===== src/shared/acc_pkg.sv =====
// Constants and types for the analog comparator control block
package acc_pkg;

    // Register byte offsets
    localparam logic [7:0] CTRL_OFFSET   = 8'h00;
    localparam logic [7:0] STATUS_OFFSET = 8'h04;
    localparam logic [7:0] MASK_OFFSET   = 8'h08;

    // Control register field positions
    localparam int ENABLE_BIT    = 15;
    localparam int PIN_DRIVE_BIT = 14;
    localparam int INVERT_BIT    = 13;
    localparam int READBACK_BIT  = 8;
    localparam int EDGE_HI_BIT   = 7;
    localparam int EDGE_LO_BIT   = 6;
    localparam int POS_SEL_BIT   = 4;
    localparam int NEG_HI_BIT    = 1;
    localparam int NEG_LO_BIT    = 0;

    // Status and mask field position
    localparam int EVENT_BIT = 0;

    // Event edge select codes
    localparam logic [1:0] EDGE_NONE    = 2'h0;
    localparam logic [1:0] EDGE_RISING  = 2'h1;
    localparam logic [1:0] EDGE_FALLING = 2'h2;
    localparam logic [1:0] EDGE_BOTH    = 2'h3;

    // Input routing codes
    localparam logic       POS_PIN_A    = 1'h0;
    localparam logic       POS_LADDER   = 1'h1;
    localparam logic [1:0] NEG_PIN_B    = 2'h0;
    localparam logic [1:0] NEG_PIN_C    = 2'h1;
    localparam logic [1:0] NEG_PIN_D    = 2'h2;
    localparam logic [1:0] NEG_BANDGAP  = 2'h3;

    // Writable control fields
    typedef struct packed {
        logic       enable;
        logic       pinDrive;
        logic       invert;
        logic [1:0] edgeSel;
        logic       posSel;
        logic [1:0] negSel;
    } acc_ctrl_type;

    // Routing handed to the analog multiplexers
    typedef struct packed {
        logic       posSel;
        logic [1:0] negSel;
    } acc_route_type;

    // Values after reset
    localparam acc_ctrl_type CTRL_RESET = '{
        enable:   1'h0,
        pinDrive: 1'h0,
        invert:   1'h0,
        edgeSel:  EDGE_BOTH,
        posSel:   POS_PIN_A,
        negSel:   NEG_BANDGAP
    };
    localparam logic STATUS_RESET = 1'h0;
    localparam logic MASK_RESET   = 1'h0;

endpackage


===== src/acc_edge_detect.sv =====
// Result synchroniser, polarity adjust and edge detector
`timescale 1ns/1ps
module acc_edge_detect
(
    // Clock and reset
    input  wire logic clock,
    input  wire logic reset_n,
    // Raw result and controls
    input  wire logic rawResult,
    input  wire logic invert,
    input  wire logic enable,
    // Adjusted result and edges
    output logic      adjusted,
    output logic      rising,
    output logic      falling
);

    logic syncFirst_q;
    logic syncSecond_q;
    logic adjusted_q;
    logic adjusted_d;

    // Disabled comparator reads low; inversion feeds edges too
    assign adjusted_d = enable & (syncSecond_q ^ invert);

    always_ff @(posedge clock)
    begin
        if (!reset_n)
        begin
            syncFirst_q  <= 1'h0;
            syncSecond_q <= 1'h0;
            adjusted_q   <= 1'h0;
        end
        else
        begin
            syncFirst_q  <= rawResult;
            syncSecond_q <= syncFirst_q;
            adjusted_q   <= adjusted_d;
        end
    end

    assign adjusted = adjusted_q;
    assign rising   = adjusted_d & ~adjusted_q;
    assign falling  = ~adjusted_d & adjusted_q;

    property p_adjust;
        @(posedge clock) disable iff (!reset_n)
        enable |=> adjusted_q == ($past(syncSecond_q) ^ $past(invert));
    endproperty
    a_adjust : assert property (p_adjust)
        else $error("Adjusted result does not follow inversion");

endmodule // acc_edge_detect


===== src/acc_top.sv =====
// Analog comparator control register, routing and event logic
//
// Function
// - Setting the enable bit powers the comparator and writes all other fields too.
// - Clearing the enable bit powers it down and writes all other fields too.
// - The pin drive bit puts the result on the result pin, else not.
// - The invert bit inverts the result before any use of it.
// - The read-only readback bit shows the result and ignores writes.
// - Edge select 01 events on rising, 10 on falling, 11 on both edges.
// - Edge select 00 raises no comparator event at all.
// - Inversion also feeds edge detection, swapping the edge selected.
// - Positive select 1 picks the ladder reference, 0 external input A.
// - Negative select 00/01/10/11 picks pin B, C, D or the band gap.
// - Unimplemented control bits always read as zero.
`timescale 1ns/1ps
module acc_top
(
    // Clock and reset
    input  wire logic                   clock,
    input  wire logic                   reset_n,
    // Register port
    input  wire logic [7:0]             busAddr,
    input  wire logic [31:0]            busWrData,
    input  wire logic                   busWrite,
    input  wire logic                   busRead,
    output logic      [31:0]            busRdData,
    // Comparator core
    input  wire logic                   compRawResult,
    output logic                        compEnable,
    output acc_pkg::acc_route_type      compRoute,
    // Result pin
    output logic                        resultPin,
    output logic                        resultPinOe,
    // Events
    output logic                        eventPulse,
    output logic                        irq
);

    // Registers
    acc_pkg::acc_ctrl_type ctrl_q;
    acc_pkg::acc_ctrl_type ctrl_d;
    logic                  status_q;
    logic                  status_d;
    logic                  mask_q;
    logic                  mask_d;
    logic [31:0]           rdData_q;
    logic [31:0]           rdData_d;
    logic                  eventPulse_q;
    logic                  irq_q;
    logic                  irq_d;
    logic                  resultPin_q;
    logic                  resultPinOe_q;
    logic                  compEnable_q;
    acc_pkg::acc_route_type route_q;
    acc_pkg::acc_route_type route_d;

    // Decode
    logic        ctrlHit;
    logic        statusHit;
    logic        maskHit;
    logic        ctrlWrite;
    logic        maskWrite;
    logic        statusRead;
    logic [31:0] ctrlWord;
    logic [31:0] statusWord;
    logic [31:0] maskWord;
    logic [31:0] readMux;
    acc_pkg::acc_ctrl_type wrFields;

    // Result path
    logic adjusted;
    logic rising;
    logic falling;
    logic edgeHit;

    // Address decode
    assign ctrlHit    = busAddr == acc_pkg::CTRL_OFFSET;
    assign statusHit  = busAddr == acc_pkg::STATUS_OFFSET;
    assign maskHit    = busAddr == acc_pkg::MASK_OFFSET;
    assign ctrlWrite  = busWrite & ctrlHit;
    assign maskWrite  = busWrite & maskHit;
    assign statusRead = busRead & statusHit;

    // Write data unpacked into fields; readback bit not stored
    assign wrFields.enable   = busWrData[acc_pkg::ENABLE_BIT];
    assign wrFields.pinDrive = busWrData[acc_pkg::PIN_DRIVE_BIT];
    assign wrFields.invert   = busWrData[acc_pkg::INVERT_BIT];
    assign wrFields.edgeSel  =
        busWrData[acc_pkg::EDGE_HI_BIT:acc_pkg::EDGE_LO_BIT];
    assign wrFields.posSel   = busWrData[acc_pkg::POS_SEL_BIT];
    assign wrFields.negSel   =
        busWrData[acc_pkg::NEG_HI_BIT:acc_pkg::NEG_LO_BIT];

    // A control write replaces every stored field at once
    assign ctrl_d = ctrlWrite ? wrFields : ctrl_q;

    // Read words; unused positions are constant zero
    assign ctrlWord = {16'h0000,
                       ctrl_q.enable,
                       ctrl_q.pinDrive,
                       ctrl_q.invert,
                       4'h0,
                       adjusted,
                       ctrl_q.edgeSel,
                       1'h0,
                       ctrl_q.posSel,
                       2'h0,
                       ctrl_q.negSel};
    assign statusWord = {31'h00000000, status_q};
    assign maskWord   = {31'h00000000, mask_q};

    assign readMux = ctrlHit   ? ctrlWord   :
                     statusHit ? statusWord :
                     maskHit   ? maskWord   :
                                 32'h00000000;

    // Read data stand only in the cycle after the strobe
    assign rdData_d = busRead ? readMux : 32'h00000000;

    // Result synchroniser and edge detector
    acc_edge_detect u_edge
    (
        .clock     (clock),
        .reset_n   (reset_n),
        .rawResult (compRawResult),
        .invert    (ctrl_q.invert),
        .enable    (ctrl_q.enable),
        .adjusted  (adjusted),
        .rising    (rising),
        .falling   (falling)
    );

    // Edge qualification by the select field
    assign edgeHit = (ctrl_q.edgeSel[0] & rising) |
                     (ctrl_q.edgeSel[1] & falling);

    // Sticky event: a new event wins over the read clear
    assign status_d = (status_q & ~statusRead) | edgeHit;
    assign mask_d   = maskWrite ? busWrData[acc_pkg::EVENT_BIT] : mask_q;
    assign irq_d    = status_d & mask_d;

    // Routing follows the stored selects
    assign route_d.posSel = ctrl_q.posSel;
    assign route_d.negSel = ctrl_q.negSel;

    always_ff @(posedge clock)
    begin
        if (!reset_n)
        begin
            ctrl_q   <= acc_pkg::CTRL_RESET;
            status_q <= acc_pkg::STATUS_RESET;
            mask_q   <= acc_pkg::MASK_RESET;
            rdData_q <= 32'h00000000;
        end
        else
        begin
            ctrl_q   <= ctrl_d;
            status_q <= status_d;
            mask_q   <= mask_d;
            rdData_q <= rdData_d;
        end
    end

    always_ff @(posedge clock)
    begin
        if (!reset_n)
        begin
            eventPulse_q  <= 1'h0;
            irq_q         <= 1'h0;
            resultPin_q   <= 1'h0;
            resultPinOe_q <= 1'h0;
            compEnable_q  <= 1'h0;
            route_q       <= '{posSel: acc_pkg::CTRL_RESET.posSel,
                               negSel: acc_pkg::CTRL_RESET.negSel};
        end
        else
        begin
            eventPulse_q  <= edgeHit;
            irq_q         <= irq_d;
            resultPin_q   <= ctrl_q.pinDrive & adjusted;
            resultPinOe_q <= ctrl_q.pinDrive;
            compEnable_q  <= ctrl_q.enable;
            route_q       <= route_d;
        end
    end

    assign busRdData   = rdData_q;
    assign compEnable  = compEnable_q;
    assign compRoute   = route_q;
    assign resultPin   = resultPin_q;
    assign resultPinOe = resultPinOe_q;
    assign eventPulse  = eventPulse_q;
    assign irq         = irq_q;

    // Checks

    property p_enable_on;
        @(posedge clock) disable iff (!reset_n)
        (ctrlWrite && busWrData[acc_pkg::ENABLE_BIT]) ##1 !ctrlWrite
        |=> compEnable_q
            && ctrl_q.negSel == $past(busWrData[1:0], 2)
            && ctrl_q.edgeSel == $past(busWrData[7:6], 2);
    endproperty
    a_enable_on : assert property (p_enable_on)
        else $error("Enable write did not power comparator");

    property p_enable_off;
        @(posedge clock) disable iff (!reset_n)
        (ctrl_q.enable && ctrlWrite && !busWrData[acc_pkg::ENABLE_BIT])
        ##1 !ctrlWrite
        |=> !compEnable_q
            && ctrl_q.pinDrive == $past(busWrData[14], 2)
            && ctrl_q.posSel == $past(busWrData[4], 2);
    endproperty
    a_enable_off : assert property (p_enable_off)
        else $error("Disable write wrong");

    property p_pin_drive;
        @(posedge clock) disable iff (!reset_n)
        !ctrl_q.pinDrive [*2] |-> !resultPinOe_q && !resultPin_q;
    endproperty
    a_pin_drive : assert property (p_pin_drive)
        else $error("Result pin driven while drive disabled");

    property p_pin_value;
        @(posedge clock) disable iff (!reset_n)
        ctrl_q.pinDrive |=> resultPinOe_q && resultPin_q == $past(adjusted);
    endproperty
    a_pin_value : assert property (p_pin_value)
        else $error("Result pin does not carry result");

    property p_readback;
        @(posedge clock) disable iff (!reset_n)
        (busRead && ctrlHit)
        |=> busRdData[acc_pkg::READBACK_BIT] == $past(adjusted);
    endproperty
    a_readback : assert property (p_readback)
        else $error("Readback bit does not show result");

    property p_edge_kind;
        @(posedge clock) disable iff (!reset_n)
        eventPulse_q |-> ($past(ctrl_q.edgeSel[0]) && $past(rising))
                      || ($past(ctrl_q.edgeSel[1]) && $past(falling));
    endproperty
    a_edge_kind : assert property (p_edge_kind)
        else $error("Event pulse on unselected edge");

    property p_no_events;
        @(posedge clock) disable iff (!reset_n)
        (ctrl_q.edgeSel == acc_pkg::EDGE_NONE) |=> !eventPulse_q;
    endproperty
    a_no_events : assert property (p_no_events)
        else $error("Event pulse with events disabled");

    property p_route;
        @(posedge clock) disable iff (!reset_n)
        ctrlWrite ##1 !ctrlWrite
        |=> compRoute.negSel == $past(busWrData[1:0], 2)
            && compRoute.posSel == $past(busWrData[4], 2);
    endproperty
    a_route : assert property (p_route)
        else $error("Input routing does not follow control");

    property p_zero_bits;
        @(posedge clock) disable iff (!reset_n)
        (busRead && ctrlHit) |=> busRdData[31:16] == 16'h0000
            && busRdData[12:9] == 4'h0
            && !busRdData[5]
            && busRdData[3:2] == 2'h0;
    endproperty
    a_zero_bits : assert property (p_zero_bits)
        else $error("Unimplemented control bit reads nonzero");

    property p_sticky;
        @(posedge clock) disable iff (!reset_n)
        eventPulse_q |-> status_q && (irq_q == mask_q);
    endproperty
    a_sticky : assert property (p_sticky)
        else $error("Event pulse did not set status");

endmodule // acc_top


===== config.mk =====
export PLATFORM = sky130hd
export DESIGN_NAME = acc_top
export DESIGN_NICKNAME = d
export VERILOG_FILES = /design/src/shared/acc_pkg.sv /design/src/acc_edge_detect.sv /design/src/acc_top.sv
export SDC_FILE = /design/constraint.sdc
export NUM_CORES = 1
export LEC_CHECK = 0
export BUFFER_PORTS_ARGS = -buffer_cell sky130_fd_sc_hd__buf_2
export CORE_MARGIN = 3
export CORE_UTILIZATION = 44
export CTS_BUF_LIST = sky130_fd_sc_hd__clkbuf_16
export CTS_CLUSTER_DIAMETER = 40
export DETAILED_ROUTE_END_ITERATION = 7
export PLACE_DENSITY_LB_ADDON = 0.3
export SETUP_SLACK_MARGIN = 0.3
export SKIP_CTS_REPAIR_TIMING = 1
export SLEW_MARGIN = 20
export SYNTH_ARGS = -nofsm -noshare
export SYNTH_HDL_FRONTEND = slang
export SYNTH_SLANG_ARGS = --single-unit

===== constraint.sdc =====
create_clock -name clock -period 2.7 [get_ports clock]
set_input_delay 0.27 -clock clock [delete_from_list [all_inputs] [get_ports clock]]
set_output_delay 0.27 -clock clock [all_outputs]
set_load 0.05 [all_outputs]

==> out/results.txt, run 1 <==
Largest cells by area after synthesis: dfxtp_1, buf_4, and2_1
Crit-path cells: buf_2 -> or4_2 -> nor4_1 -> o21ai_0
Crit. End Element: flop
Slack of the worst reg-to-reg path: 1.60 ns
Gr usage total: 15.3%
Pre-Repair DR Iteration Count: 5
Diode count: 0
Main synth FF type: dfxtp_1
PwrDens: 697 mW/mm2
Die area: 0.00354 mm2
Final min period: 1.57 ns
Port bufs: 37
ANT nets after route: 0
RSZ-0062 raised after global routing: no
Count leader, synth: dfxtp_1
Synthesized area: 0.00126 mm2
Core ar.: 0.00259 mm2
Cell variety after synth: 32
Period utilization: 58.2%
Post-Syn Instances: 129
Final setup violation count: 0
Worst-Margin Slew: 0.856 ns
Max Root-Sink Buffers: 2
Slew headroom: 42.5%
Ys async rst share: 0%
Clk slew on worst S/H paths: 0.05 ns
Peak VDD IR: 815 uV
Register bit total from synthesis: 30
Post-synth EDFFs: 0
Post-synth top area cell: dfxtp_1
Global-route wire length before repair: 3990 um
Pins over their slew limit: 0
Vias per inst: 4.95
Leakage: 0.700 nW
Number of global-route vias before repair: 909
Share of Yosys cell area claimed by the top area cell type: 47.7%
Number of DRC markers in iteration 0: 32
Initial antenna violation count: 0
F_max: 636 MHz
Status: finished clean
Clock Tree Root: clkbuf_16
Nets: 213
Crit start category: primary input
Hold Crit Class: in -> reg
# DRC: 0
Most frequent cells after synthesis: dfxtp_1, buf_4, and2_1
Detailed Route WL: 2500 um
WP data required: 2.83 ns
DR WL/cell: 12.6 um
I/O pin cnt: 85
Number of max-cap violations: 0
Hpwl dp: 1840 um
# H-tree levels: 2
Worst slack, placed: 0.866 ns
Slowest cell on the critical path: or4_2
Proportion of layout cells with a drive suffix above 1: 27.8%
Num rows: 18
WS Path Type: in -> reg
Syn avg cell area: 9.76 um2
Largest net degree at the start of global routing: 18
TNS Setup: 0 ns
Final hold vios: 0
Die span in x: 59.5 um
Crit path DAT: 1.70 ns
# clock sinks: 30
Setup Skew: 0.00341 ns
Worst-Skew Late Latency: 0.27 ns
Routed vias: 986
Area growth, synth to finish: 20.4%
Die height: 59.5 um
Seq/Total Area, Yosys: 47.7%
Final worst slack: 1.13 ns
CTS tree: built
Syn. warnings: 0
Cts bufs inserted: 5
Max FO, Critical Path: 9
Initial Util: 48.6%
Critical path's largest stage delay: 0.82 ns
Gpl congestion: 0.783
GRT overflow: 0
cells in the final DEF, fill, tap and decap left out, types with 4 or more instances in the layout:
| cell type | n |
|---|---|
| buf_2 | 37 |
| a31oi_1 | 5 |
| dfxtp_1 | 30 |
| a21oi_1 | 5 |
| clkbuf_16 | 5 |
| nor4_1 | 6 |
| and2_1 | 14 |
| o31ai_1 | 5 |
| o21ai_0 | 5 |
| conb_1 | 23 |
| nand4_1 | 4 |
registers in the layout (all words and copies together), names as in the netlist:
signal and flops:
mask_q 1, eventPulse 1, status_q 1, irq 1, u_edge.syncFirst_q 1, compRoute 3
u_edge.adjusted 1, u_edge.syncSecond_q 1, compEnable 1, resultPin 1, resultPinOe 1, busRdData 9
ctrlWord 8
worst paths after layout:
path | to | start | cells past startpoint
hold / removal | u_edge.syncFirst_q$_SDFF_PN0_ | compRawResult | 2
setup reg to reg | irq$_SDFF_PN0_ | ctrlWord[13]$_SDFFE_PN0P_ | 3
hold reg to reg | u_edge.syncSecond_q$_SDFF_PN0_ | u_edge.syncFirst_q$_SDFF_PN0_ | 1
setup / recovery | ctrlWord[6]$_SDFFE_PN1P_ | busAddr[1] | 4
metal layers:
layer  part of all wire, %  vias up  track usage, %  wire length (um)
met4                   1.4        0            7.12                34
met3                   9.4        4            5.23               234
met1                    42      441            19.1              1060
li1                      -      488               -                 -
met2                    47       53            23.4              1170
met5                     0        -               0                 0
cell families after synthesis:
| family | count (synthesis) | synth area share [%] |
|---|---|---|
| AND/OR/NAND/NOR | 44 | 23.5 |
| flip-flops | 30 | 47.7 |
| buffers and inverters | 29 | 15.6 |
| AO/OA/AOI/OAI | 23 | 11.4 |
| XOR/XNOR | 1 | 0.696 |
| multiplexers | 1 | 0.795 |
| other | 1 | 0.298 |
power by group:
part	switching, W	total [W]	leakage [nW]	internal, W
combinational	0.0000964	0.000113	0.392	0.0000169
sequential	0.000000532	0.000446	0.242	0.000446
clock	0.000167	0.000496	0.0663	0.000329
total	0.000264	0.00106	0.700	0.000792
layout make-up:
cell class	count	area, um2
Clock inverter	3	11.3
Multi-Input combinational cell	92	544
Sequential cell	30	601
Inverter	1	3.75
Timing Repair Buffer	38	193
Clock buffer	5	125
Tap cell	30	37.5
Fill cell	212	1070
metrics by stage:
| stage | instance area, um2 | power [W] | std cells | util, % | hold WS (ns) |
|---|---|---|---|---|---|
| finish | 1520 | 0.00106 | 199 | 58.5 | 0.211 |
| detailed placement | 1380 | 0.000566 | 191 | 53.2 | 0.428 |
| global route | 1520 | 0.00109 | 199 | 58.5 | 0.218 |
| CTS | 1520 | 0.00106 | 199 | 58.5 | 0.208 |
| floorplan | 1340 | 0.000569 | 151 | - | 0.343 |
| global placement | 1380 | 0.000565 | 191 | 53.2 | 0.420 |
worst max-delay path, delay by kind of cell:
kind                   cells  cell delay [ns]
AOI/OAI and AO/OA          1             0.15
buffers and inverters      1             0.12
and+or+nand+nor            2             1.15
Note: power is estimated with default switching activity, not from simulation.
==> run 2, diff against run 1 <==
Settings changed: CORE_UTILIZATION 44 to 41.
Clock period 2.7 ns to 1.6 ns, I/O delays scaled along.
==> run 2 against run 1 <==
Against the previous run: first-iteration DRC count fell by 59%; combinational power rose by 77%; cell count increased by 2.0%; clock power up 74%; critical endpoint is now irq$_SDFF_PN0_.
==> out/results.txt, run 2 (synthesized netlist as in run 1, its figures left out) <==
Reg-to-reg endpoint: irq$_SDFF_PN0_
Sw Share: 25.9%
Gr usage total: 15.9%
TNS Setup: 0 ns
Worst-Margin Slew: 0.545 ns
Worst R2R Path Depth: 3
Crit start category: primary input
Core ar.: 0.00283 mm2
Clock Power Share: 47.5%
Sequential share of power: 41.5%
Leakage: 0.724 nW
# clock sinks: 30
Pre-Repair DR Iteration Count: 4
Hold Crit Class: in -> reg
Hpwl dp: 1980 um
HP Start: compRawResult
Largest net degree at the start of global routing: 18
Clock Tree Root: clkbuf_16
Vias per inst: 5.02
Final std cells w/o fill: 203
WP data required: 1.80 ns
Sw Pwr: 0.000470 W
Initial antenna violation count: 0
Gpl congestion: 0.763
ANT nets after route: 0
Finished Cell Area: 0.00156 mm2
Status: finished clean
Diode count: 0
Die span in x: 61.4 um
Final hold vios: 0
Peak VDD IR: 451 uV
Proportion of layout cells with a drive suffix above 1: 31.4%
Area growth, synth to finish: 24.0%
DR WL/cell: 13.3 um
Combinational power share: 11.0%
Detailed Route WL: 2700 um
CP endpoint: irq$_SDFF_PN0_
Clk slew on worst S/H paths: 0.05 ns
Max FFs per register: 9
Overall Power: 0.00181 W
Die height: 61.4 um
CTS tree: built
GRT overflow: 0
Period utilization: 78.7%
I/O pin cnt: 85
PwrDens: 1160 mW/mm2
Final setup violation count: 0
Commonest non-fill, non-tap cell in the layout: buf_2
Slew headroom: 63.6%
Reg2reg start: ctrlWord[13]$_SDFFE_PN0P_
Nets: 216
Number of max-cap violations: 0
Slack of the worst reg-to-reg path: 0.50 ns
WS Path Type: in -> reg
Most frequent cells in the layout: buf_2, dfxtp_1, conb_1
RSZ-0062 raised after global routing: no
Worst-Skew Late Latency: 0.27 ns
Int Power: 0.00134 W
Cell Area, Placed: 0.00141 mm2
Number of global-route vias before repair: 929
Crit path DAT: 1.45 ns
Routed vias: 1020
Num rows: 19
CP Launch Point: busAddr[2]
Final min period: 1.26 ns
Die area: 0.00377 mm2
F_max: 794 MHz
Max Root-Sink Buffers: 2
# H-tree levels: 2
Setup Skew: 0.00441 ns
Crit. End Element: flop
Port bufs: 37
Number of DRC markers in iteration 0: 13
# DRC: 0
Cts bufs inserted: 5
Placed insts: 195
Initial Util: 44.5%
Max FO, Critical Path: 6
Pins over their slew limit: 0
Global-route wire length before repair: 4220 um
run 2: per-layer routing:
metal / vias to the layer above / global-route usage, % / part of all wire (%)
li1: 500 / - / -
met1: 460 / 18.0 / 42
met2: 53 / 25.1 / 46
met3: 7 / 5.87 / 8.8
met4: 0 / 10.0 / 2.9
met5: - / 0 / 0
run 2: power by group through the flow:
| stage | registers [W] | logic [W] | clock network (W) |
|---|---|---|---|
| after floorplan | 0.000768 | 0.000195 | 0 |
| after global placement | 0.000767 | 0.000194 | 0 |
| after detailed placement | 0.000767 | 0.000196 | 0 |
| after CTS | 0.000753 | 0.000196 | 0.000868 |
| after global routing | 0.000752 | 0.000212 | 0.000900 |
| final | 0.000753 | 0.000200 | 0.000862 |
run 2: worst min path at each step:
stage | end | slack [ns] | cells past startpoint
floorplan | compRoute[1]$_SDFF_PN1_ | 0.23 | 1
global placement | u_edge.syncFirst_q$_SDFF_PN0_ | 0.37 | 2
detailed placement | u_edge.syncFirst_q$_SDFF_PN0_ | 0.38 | 2
CTS | u_edge.syncFirst_q$_SDFF_PN0_ | 0.10 | 2
global route | u_edge.syncFirst_q$_SDFF_PN0_ | 0.13 | 2
finish | u_edge.syncFirst_q$_SDFF_PN0_ | 0.10 | 2
run 2: final cells by class:
| cell class | instances | area, um2 |
|---|---|---|
| clock buffer | 5 | 125 |
| clock inverter | 3 | 12.5 |
| fill | 257 | 1270 |
| inverter | 1 | 3.75 |
| multi-input combinational | 92 | 564 |
| sequential | 30 | 601 |
| tap | 31 | 38.8 |
| timing repair buffer | 41 | 215 |
run 2: critical path: stages:
cell     delay, ns
buf_2         0.14
or4b_1        0.56
or4_4         0.44
a32oi_2       0.16
run 2: per-stage QoR:
| stage | hold WS (ns) | setup WS [ns] | utilization, % |
|---|---|---|---|
| 2_1_floorplan | 0.233 | 0.287 | - |
| 3_3_place_gp | 0.368 | 0.101 | 49.8 |
| 3_5_place_dp | 0.377 | 0.0560 | 49.8 |
| 4_1_cts | 0.102 | 0.336 | 54.7 |
| 5_1_grt | 0.133 | 0.302 | 55.2 |
| 6_report | 0.101 | 0.340 | 55.2 |
